[config.mk]
export PLATFORM = sky130hd
export DESIGN_NAME = gateway_status_led_driver
export DESIGN_NICKNAME = d
export VERILOG_FILES = /design/src/status_led_pkg.sv /design/src/blink_divider.sv /design/src/event_bank.sv /design/src/gateway_status_led_driver.sv
export VERILOG_INCLUDE_DIRS = /design/src /design/src/src
export SDC_FILE = /design/constraint.sdc
export NUM_CORES = 1
export LEC_CHECK = 0
export BUFFER_PORTS_ARGS = -buffer_cell sky130_fd_sc_hd__clkbuf_2
export CAP_MARGIN = 20
export CORE_MARGIN = 3
export CORE_UTILIZATION = 40
export CTS_CLUSTER_SIZE = 8
export DETAILED_ROUTE_END_ITERATION = 7
export PLACE_DENSITY = 0.67
export SYNTH_ARGS = -nofsm -noshare
export SYNTH_HDL_FRONTEND = slang
export SYNTH_HIERARCHICAL = 1
export SYNTH_SLANG_ARGS = --single-unit
export TNS_END_PERCENT = 5
[constraint.sdc]
create_clock -name clk_sys_i -period 5.3 [get_ports clk_sys_i]
set_input_delay 1.06 -clock clk_sys_i [delete_from_list [all_inputs] [get_ports clk_sys_i]]
set_output_delay 1.06 -clock clk_sys_i [all_outputs]
set_load 0.01 [all_outputs]
[src/status_led_consts.svh]
`ifndef STATUS_LED_CONSTS_SVH
`define STATUS_LED_CONSTS_SVH

// Clock rate
`define CLK_HZ             100_000_000

// Blink and watchdog timing, in milliseconds
`define FAST_HALF_MS       100
`define SLOW_PERIOD_MS     2000
`define YELLOW_LIMIT_MS    500

// Derived cycle counts
`define FAST_HALF_CYC      ((`FAST_HALF_MS * (`CLK_HZ / 1000)))
`define SLOW_HALF_CYC      (((`SLOW_PERIOD_MS / 2) * (`CLK_HZ / 1000)))
`define YELLOW_LIMIT_CYC   ((`YELLOW_LIMIT_MS * (`CLK_HZ / 1000)))

// Register byte offsets
`define REG_EVT_STATUS     4'h0
`define REG_EVT_CLEAR      4'h4
`define REG_EVT_ENABLE     4'h8
`define REG_LED_STATE      4'hC

// Event bit positions
`define EVT_HW_ERROR       0
`define EVT_BUS_ERROR      1
`define EVT_LINK_CHANGE    2
`define EVT_YELLOW_STUCK   3
`define EVT_COUNT          4

// LED state bit positions
`define LED_SYS_GREEN      0
`define LED_SYS_YELLOW     1
`define LED_COM_GREEN      2
`define LED_COM_RED        3
`define LED_LINK           4
`define LED_TRAFFIC        5

// Reset values
`define EVT_ENABLE_RST     4'h0

`endif

[src/status_led_pkg.sv]
`default_nettype none
package status_led_pkg;

  typedef enum logic [1:0] {
    SYS_DARK      = 2'b00,
    SYS_YELLOW    = 2'b01,
    SYS_ALTERNATE = 2'b10,
    SYS_GREEN     = 2'b11
  } sys_mode_e;

  typedef enum logic [2:0] {
    COM_DARK      = 3'b000,
    COM_SHARED    = 3'b001,
    COM_OWNER     = 3'b010,
    COM_BAUD      = 3'b011,
    COM_ERROR     = 3'b100
  } com_mode_e;

  typedef logic [31:0] word_t;

endpackage
`default_nettype wire

[src/blink_divider.sv]
`timescale 1ns/1ps
`default_nettype none

module blink_divider #(
  parameter int unsigned HALF_CYC = 10
) (
  input  wire logic clk_sys_i,
  input  wire logic rst_n_i,
  output logic      tick_o,
  output logic      phase_o
);

  localparam int unsigned CW = (HALF_CYC > 1) ? $clog2(HALF_CYC) : 1;
  localparam logic [CW-1:0] LAST = CW'(HALF_CYC - 1);

  logic [CW-1:0] cnt_r;

  // Half-period counter
  always_ff @(posedge clk_sys_i or negedge rst_n_i) begin
    if (!rst_n_i) begin
      cnt_r  <= '0;
      tick_o <= 1'b0;
    end else if (cnt_r == LAST) begin
      cnt_r  <= '0;
      tick_o <= 1'b1;
    end else begin
      cnt_r  <= cnt_r + CW'(1);
      tick_o <= 1'b0;
    end
  end

  // Lit phase first, then dark
  always_ff @(posedge clk_sys_i or negedge rst_n_i) begin
    if (!rst_n_i) begin
      phase_o <= 1'b1;
    end else if (cnt_r == LAST) begin
      phase_o <= ~phase_o;
    end
  end

endmodule

`default_nettype wire

[src/event_bank.sv]
`timescale 1ns/1ps
`default_nettype none

module event_bank #(
  parameter int unsigned N = 4,
  parameter logic [N-1:0] EN_RST = '0
) (
  input  wire logic         clk_sys_i,
  input  wire logic         rst_n_i,
  input  wire logic [N-1:0] event_i,
  input  wire logic         clear_wr_i,
  input  wire logic         enable_wr_i,
  input  wire logic [N-1:0] wdata_i,
  output logic      [N-1:0] status_o,
  output logic      [N-1:0] enable_o,
  output logic              irq_o
);

  genvar g;
  generate
    for (g = 0; g < N; g++) begin : g_bit
      // Sticky bit, set beats clear
      always_ff @(posedge clk_sys_i or negedge rst_n_i) begin
        if (!rst_n_i) begin
          status_o[g] <= 1'b0;
        end else if (event_i[g]) begin
          status_o[g] <= 1'b1;
        end else if (clear_wr_i && wdata_i[g]) begin
          status_o[g] <= 1'b0;
        end
      end

      always_ff @(posedge clk_sys_i or negedge rst_n_i) begin
        if (!rst_n_i) begin
          enable_o[g] <= EN_RST[g];
        end else if (enable_wr_i) begin
          enable_o[g] <= wdata_i[g];
        end
      end
    end
  endgenerate

  always_ff @(posedge clk_sys_i or negedge rst_n_i) begin
    if (!rst_n_i) begin
      irq_o <= 1'b0;
    end else begin
      irq_o <= |(status_o & enable_o);
    end
  end

endmodule

`default_nettype wire

[src/gateway_status_led_driver.sv]
`timescale 1ns/1ps
`default_nettype none
`include "status_led_consts.svh"

module gateway_status_led_driver #(
  parameter int unsigned FAST_HALF_CYC    = `FAST_HALF_CYC,
  parameter int unsigned SLOW_HALF_CYC    = `SLOW_HALF_CYC,
  parameter int unsigned YELLOW_LIMIT_CYC = `YELLOW_LIMIT_CYC
) (
  input  wire logic                 clk_sys_i,
  input  wire logic                 rst_n_i,
  // Status conditions
  input  wire logic                 bootloader_active_i,
  input  wire logic                 firmware_started_i,
  input  wire logic                 hw_error_i,
  input  wire logic                 token_held_i,
  input  wire logic                 token_shared_i,
  input  wire logic                 autobaud_i,
  input  wire logic                 bus_error_i,
  input  wire logic                 eth_link_i,
  input  wire logic                 eth_tx_i,
  input  wire logic                 eth_rx_i,
  // Indicators
  output logic                      system_indicator_green_o,
  output logic                      system_indicator_yellow_o,
  output logic                      com_indicator_green_o,
  output logic                      com_indicator_red_o,
  output logic                      ethernet_link_indicator_o,
  output logic                      ethernet_traffic_indicator_o,
  output logic                      irq_o,
  // Avalon-MM slave
  input  wire logic [3:0]           avs_address,
  input  wire logic                 avs_read,
  input  wire logic                 avs_write,
  input  wire logic [3:0]           avs_byteenable,
  input  wire status_led_pkg::word_t avs_writedata,
  output status_led_pkg::word_t      avs_readdata,
  output logic                      avs_waitrequest
);

  import status_led_pkg::*;

  localparam int unsigned NEVT = `EVT_COUNT;
  localparam int unsigned YW   = (YELLOW_LIMIT_CYC > 1) ? $clog2(YELLOW_LIMIT_CYC + 1) : 1;
  localparam logic [YW-1:0] YLIM = YW'(YELLOW_LIMIT_CYC);

  sys_mode_e        sys_mode_nxt;
  com_mode_e        com_mode_nxt;
  logic             fast_phase;
  logic             slow_phase;
  logic             hw_error_d_r;
  logic             bus_error_d_r;
  logic             link_d_r;
  logic [YW-1:0]    yellow_cnt_r;
  logic             yellow_stuck_r;
  logic             yellow_stuck_d_r;
  logic [NEVT-1:0]  events;
  logic [NEVT-1:0]  evt_status;
  logic [NEVT-1:0]  evt_enable;
  logic             irq_int;
  logic             access;
  logic             done;
  logic             wr_low;
  logic             clear_wr;
  logic             enable_wr;
  logic [5:0]       led_state;
  word_t            rdata_nxt;

  // 5 Hz pacing, 100 ms per half
  blink_divider #(
    .HALF_CYC (FAST_HALF_CYC)
  ) u_fast (
    .clk_sys_i (clk_sys_i),
    .rst_n_i   (rst_n_i),
    .tick_o    (),
    .phase_o   (fast_phase)
  );

  // 0.5 Hz pacing
  blink_divider #(
    .HALF_CYC (SLOW_HALF_CYC)
  ) u_slow (
    .clk_sys_i (clk_sys_i),
    .rst_n_i   (rst_n_i),
    .tick_o    (),
    .phase_o   (slow_phase)
  );

  // System mode selection
  always_comb begin
    if (hw_error_i) begin
      sys_mode_nxt = SYS_DARK;
    end else if (firmware_started_i) begin
      sys_mode_nxt = SYS_GREEN;
    end else if (bootloader_active_i) begin
      sys_mode_nxt = SYS_ALTERNATE;
    end else begin
      sys_mode_nxt = SYS_YELLOW;
    end
  end

  // System indicator drive
  always_ff @(posedge clk_sys_i or negedge rst_n_i) begin
    if (!rst_n_i) begin
      system_indicator_green_o  <= 1'b0;
      system_indicator_yellow_o <= 1'b0;
    end else begin
      unique case (sys_mode_nxt)
        SYS_DARK: begin
          system_indicator_green_o  <= 1'b0;
          system_indicator_yellow_o <= 1'b0;
        end
        SYS_YELLOW: begin
          system_indicator_green_o  <= 1'b0;
          system_indicator_yellow_o <= 1'b1;
        end
        SYS_ALTERNATE: begin
          system_indicator_green_o  <= fast_phase;
          system_indicator_yellow_o <= ~fast_phase;
        end
        SYS_GREEN: begin
          system_indicator_green_o  <= 1'b1;
          system_indicator_yellow_o <= 1'b0;
        end
      endcase
    end
  end

  // Communication mode, by priority
  always_comb begin
    if (bus_error_i) begin
      com_mode_nxt = COM_ERROR;
    end else if (autobaud_i) begin
      com_mode_nxt = COM_BAUD;
    end else if (token_held_i) begin
      com_mode_nxt = COM_OWNER;
    end else if (token_shared_i) begin
      com_mode_nxt = COM_SHARED;
    end else begin
      com_mode_nxt = COM_DARK;
    end
  end

  // Communication indicator drive
  always_ff @(posedge clk_sys_i or negedge rst_n_i) begin
    if (!rst_n_i) begin
      com_indicator_green_o <= 1'b0;
      com_indicator_red_o   <= 1'b0;
    end else begin
      unique case (com_mode_nxt)
        COM_ERROR: begin
          com_indicator_green_o <= 1'b0;
          com_indicator_red_o   <= 1'b1;
        end
        COM_BAUD: begin
          com_indicator_green_o <= slow_phase;
          com_indicator_red_o   <= 1'b0;
        end
        COM_OWNER: begin
          com_indicator_green_o <= 1'b1;
          com_indicator_red_o   <= 1'b0;
        end
        COM_SHARED: begin
          com_indicator_green_o <= fast_phase;
          com_indicator_red_o   <= 1'b0;
        end
        COM_DARK: begin
          com_indicator_green_o <= 1'b0;
          com_indicator_red_o   <= 1'b0;
        end
        default: begin
          com_indicator_green_o <= 1'b0;
          com_indicator_red_o   <= 1'b0;
        end
      endcase
    end
  end

  // Link indicator follows the link state
  always_ff @(posedge clk_sys_i or negedge rst_n_i) begin
    if (!rst_n_i) begin
      ethernet_link_indicator_o <= 1'b0;
    end else begin
      ethernet_link_indicator_o <= eth_link_i;
    end
  end

  // Traffic indicator lit on either direction
  always_ff @(posedge clk_sys_i or negedge rst_n_i) begin
    if (!rst_n_i) begin
      ethernet_traffic_indicator_o <= 1'b0;
    end else begin
      ethernet_traffic_indicator_o <= eth_tx_i | eth_rx_i;
    end
  end

  // Steady yellow run length
  always_ff @(posedge clk_sys_i or negedge rst_n_i) begin
    if (!rst_n_i) begin
      yellow_cnt_r <= '0;
    end else if (sys_mode_nxt != SYS_YELLOW) begin
      yellow_cnt_r <= '0;
    end else if (yellow_cnt_r != YLIM) begin
      yellow_cnt_r <= yellow_cnt_r + YW'(1);
    end
  end

  // Stuck flag once the run reaches its limit
  always_ff @(posedge clk_sys_i or negedge rst_n_i) begin
    if (!rst_n_i) begin
      yellow_stuck_r <= 1'b0;
    end else begin
      yellow_stuck_r <= (sys_mode_nxt == SYS_YELLOW) && (yellow_cnt_r == YLIM);
    end
  end

  // Error histories for rise events
  always_ff @(posedge clk_sys_i or negedge rst_n_i) begin
    if (!rst_n_i) begin
      hw_error_d_r <= 1'b0;
    end else begin
      hw_error_d_r <= hw_error_i;
    end
  end

  always_ff @(posedge clk_sys_i or negedge rst_n_i) begin
    if (!rst_n_i) begin
      bus_error_d_r <= 1'b0;
    end else begin
      bus_error_d_r <= bus_error_i;
    end
  end

  // Link history for change events
  always_ff @(posedge clk_sys_i or negedge rst_n_i) begin
    if (!rst_n_i) begin
      link_d_r <= 1'b0;
    end else begin
      link_d_r <= eth_link_i;
    end
  end

  // Watchdog history for a one-shot event
  always_ff @(posedge clk_sys_i or negedge rst_n_i) begin
    if (!rst_n_i) begin
      yellow_stuck_d_r <= 1'b0;
    end else begin
      yellow_stuck_d_r <= yellow_stuck_r;
    end
  end

  always_comb begin
    events                    = '0;
    events[`EVT_HW_ERROR]     = hw_error_i & ~hw_error_d_r;
    events[`EVT_BUS_ERROR]    = bus_error_i & ~bus_error_d_r;
    events[`EVT_LINK_CHANGE]  = eth_link_i ^ link_d_r;
    events[`EVT_YELLOW_STUCK] = yellow_stuck_r & ~yellow_stuck_d_r;
  end

  // Bus handshake: wait one cycle, then answer
  assign access    = avs_read | avs_write;
  assign done      = access & ~avs_waitrequest;
  assign wr_low    = avs_write & ~avs_waitrequest & avs_byteenable[0];
  assign clear_wr  = wr_low && (avs_address == `REG_EVT_CLEAR);
  assign enable_wr = wr_low && (avs_address == `REG_EVT_ENABLE);

  always_ff @(posedge clk_sys_i or negedge rst_n_i) begin
    if (!rst_n_i) begin
      avs_waitrequest <= 1'b1;
    end else if (done) begin
      avs_waitrequest <= 1'b1;
    end else if (access) begin
      avs_waitrequest <= 1'b0;
    end
  end

  event_bank #(
    .N      (NEVT),
    .EN_RST (`EVT_ENABLE_RST)
  ) u_events (
    .clk_sys_i   (clk_sys_i),
    .rst_n_i     (rst_n_i),
    .event_i     (events),
    .clear_wr_i  (clear_wr),
    .enable_wr_i (enable_wr),
    .wdata_i     (avs_writedata[NEVT-1:0]),
    .status_o    (evt_status),
    .enable_o    (evt_enable),
    .irq_o       (irq_int)
  );

  always_ff @(posedge clk_sys_i or negedge rst_n_i) begin
    if (!rst_n_i) begin
      irq_o <= 1'b0;
    end else begin
      irq_o <= irq_int;
    end
  end

  // Live indicator state for readback
  always_comb begin
    led_state                 = '0;
    led_state[`LED_SYS_GREEN]  = system_indicator_green_o;
    led_state[`LED_SYS_YELLOW] = system_indicator_yellow_o;
    led_state[`LED_COM_GREEN]  = com_indicator_green_o;
    led_state[`LED_COM_RED]    = com_indicator_red_o;
    led_state[`LED_LINK]       = ethernet_link_indicator_o;
    led_state[`LED_TRAFFIC]    = ethernet_traffic_indicator_o;
  end

  // Read mux, unmapped reads as zero
  always_comb begin
    rdata_nxt = '0;
    unique case (avs_address)
      `REG_EVT_STATUS: rdata_nxt[NEVT-1:0] = evt_status;
      `REG_EVT_ENABLE: rdata_nxt[NEVT-1:0] = evt_enable;
      `REG_LED_STATE:  rdata_nxt[5:0]      = led_state;
      default:         rdata_nxt           = '0;
    endcase
  end

  always_ff @(posedge clk_sys_i or negedge rst_n_i) begin
    if (!rst_n_i) begin
      avs_readdata <= 32'h0000_0000;
    end else if (avs_read && avs_waitrequest) begin
      avs_readdata <= rdata_nxt;
    end
  end

endmodule

`default_nettype wire

==> reports/summary.md <==
The synthesized area divided by synthesized cell count came out at 10.3 µm². In this run the tightest slew margin relative to its limit is 33.7%. The initial utilization of the core area, before any placement, comes to 41.6%.

The logs give 41 for the total number of placement rows and 259 for the starting DRC count in detailed routing. Walking the worst path, the cells encountered are inv_1 > ha_1 > nor4bb_1 > nand4_1 > nor4b_4 > nor4_1 > mux2i_1. In the final routed layout, each cell accounts on average for 13.5 µm. Leaving out filler cells and counting taps, the final layout contains 731. The share of total power dissipated in the clock network is 44.1%. The final-report hold violation count came out at 0. TritonCTS built the clock tree. For this design, the CTS-stage hold fixing added 0 buffers. The switching share of total power is 22.6%, and the required time of the worst setup path is 5510 ps. After detailed routing, the total wire length is 9.84 mm. For the placeable core region, the log shows 12800 µm². Global routing used 14.0% of the available tracks across all layers. After clock tree synthesis, the setup repair step added 0 buffers. The logs give 81 for the pin count of the biggest net entering global routing and 0 for the number of antenna-violating nets in the routed design. For the pin with the worst max-slew slack, the measured transition is 969 ps.

The clock period could shrink to 2230 ps. For this run, the post-layout net count is 615. The routed layout has 3734 vias. The post-route netlist has 13.4% of its cells at a drive strength greater than 1.

Once placement finished, the instance area stood at 5580 µm². The post-detailed-placement half-perimeter wirelength was 6.99 mm. Number of buffer cells added on primary ports: 36. In the routed design, unresolved DRC markers number 0. Class of the worst hold path: flip-flop to flip-flop.

Internal power: 1.35 mW. Derived from the worst setup path, the maximum achievable clock frequency is 449 MHz. The area growth from synthesis to layout came out at 11.5%. The root buffer cell was clkbuf_16. The number of global-route vias before repair is 3714, and the static leakage power is 2.75 nW. After clock tree synthesis, the clock-pin slew on the worst setup and hold paths is 70 ps. Cell area after synthesis: 5340 µm².

CTS saw 106 sinks. The top cell types in the final layout, fill and taps aside, are dfrtp_1 (103), nor2_1 (42), nand2_1 (41). On the final layout, the worst clock skew is 5.79 ps. The worst path uses 42.0% of the clock period. The run gives 516 as the number of instances in the synthesized netlist. The first global-routing pass estimated 17.0 mm of wire. The slowest stage of the critical path belongs to the cell nor4b_4. For the net switching power, the log shows 0.395 mW. The die extent in y was 122 µm.

Dividing the detail-routed via count by the number of cells gives 5.11. At the worst endpoint, the arrival time is 2430 ps. The CTS buffer count was 9; the buffering stage count on the worst path with inverters included was 1. After global routing the overflow that remains totals 0. The worst setup path is launched from a flip-flop. The run gives 3 as the H-tree depth. The tools report the die area as 14800 µm². The sequential power share came out at 49.4%. For this run, the number of Yosys warnings is 6. The path type of the worst setup path is flip-flop to flip-flop. The final setup violation count came out at 0. The most common cell after layout, fill and taps aside is dfrtp_1. The number of cells after detailed placement came out at 714. The largest buffer count on any clock path is 2, and the number of maximum-capacitance constraint violations is 0.

Setup repair after global routing left no endpoint under its margin. The finished cells cover 5950 µm². Worst voltage drop across the vdd grid: 0.134 mV. Grouping stages by cell kind, the critical path spends the most delay in simple AND/OR/NAND/NOR gates.

The tools report the category of the worst setup path capture point as a flip-flop. The flow ran to the end, and the final reports show no timing, DRC or antenna violations. The tools report the count of pins on the block boundary as 94. The worst-skew pair later-pin latency was 340 ps; the total iterations of the first detailed-routing run was 4. Routability-driven placement finished with a final weighted congestion of 0.869. The number of antenna cells inserted was 0; the maximum single-stage delay on the critical path was 620 ps. Total of fill cells in the finished design: 1180.

The final-report max-slew violation count is 0, and the number of instances resized during post-cts repair is 0. Setup total negative slack on the finished layout was measured at 0 ps. Portion of total power attributed to combinational logic: 6.5%. Along the worst path, the maximum fanout reaches 9.

The run gives 2730 ps as the setup slack at placement. The power per cell area is 294 nW/µm². The tools report the number of antenna violations at the first check in global routing as 0. The width of the chip works out to 122 µm. Share of the core filled with cells: 46.4%.

The post-layout worst setup margin was 3070 ps.
area by class of cell:
cell class | count | area [µm²] | area share (%)
clock inverter | 7 | 126 | 2.12
multi-input combinational | 383 | 2460 | 41.3
tap | 172 | 215 | 3.62
clock buffer | 9 | 225 | 3.78
inverter | 16 | 60.1 | 1.01
timing repair buffer | 38 | 210 | 3.53
sequential | 106 | 2660 | 44.6
routing by layer:
metal  vias up  routed length [µm]  GRT usage, %
met5         -                   0             0
met4         0                 161          4.97
met3         9                 413          2.70
met2        81                4600          23.3
met1      1825                4670          18.2
li1       1819                   -             -
through the flow:
stage	total power, mW	hold WS [ps]
finish	1.75	348
global route	1.82	359
CTS	1.77	351
detailed placement	0.994	336
global placement	0.990	334
floorplan	0.950	331
power groups by stage:
stage | Combinational [mW] | Sequential, mW | Clock, mW
2_1_floorplan | 0.0679 | 0.882 | 0
5_1_grt | 0.130 | 0.866 | 0.825
3_3_place_gp | 0.113 | 0.877 | 0
4_1_cts | 0.115 | 0.863 | 0.790
3_5_place_dp | 0.115 | 0.879 | 0
6_report | 0.114 | 0.863 | 0.771
path summary, 6_finish.rpt:
| path | from | endpoint | slack (ps) | cells after the start |
|---|---|---|---|---|
| hold reg to reg | u_events/irq_o | irq_o | 350 | 0 |
| min in group asynchronous | rst_n_i | u_fast/cnt_r[23] | 690 | 1 |
| setup reg to reg | yellow_cnt_r[0] | yellow_cnt_r[20] | 3070 | 7 |
| setup / recovery | yellow_cnt_r[0] | yellow_cnt_r[20] | 3070 | 7 |
| max in group asynchronous | rst_n_i | yellow_cnt_r[12] | 3600 | 3 |
| hold / removal | u_events/irq_o | irq_o | 350 | 0 |
worst register-to-register path, stage by stage (launching register included):
cell      delay [ps]
dfrtp_1          450
inv_1             90
ha_1             150
nor4bb_1         230
nand4_1          200
nor4b_4          620
nor4_1           180
mux2i_1          160
registers in the layout, summed over array words and instances, names as in the netlist:
name / flops
u_events/status_o: 4
u_events/enable_o: 4
hw_error_d_r: 1
yellow_stuck_r: 1
u_slow/cnt_r: 27
u_events/irq_o: 1
u_fast/cnt_r: 24
ethernet_traffic_indicator_o: 1
bus_error_d_r: 1
avs_readdata: 6
u_fast/phase_o: 1
com_indicator_red_o: 1
u_slow/phase_o: 1
link_d_r: 1
com_indicator_green_o: 1
system_indicator_yellow_o: 1
avs_waitrequest: 1
yellow_cnt_r: 26
irq_o: 1
system_indicator_green_o: 1
yellow_stuck_d_r: 1
No activity file was read; power rests on OpenSTA's default activity.
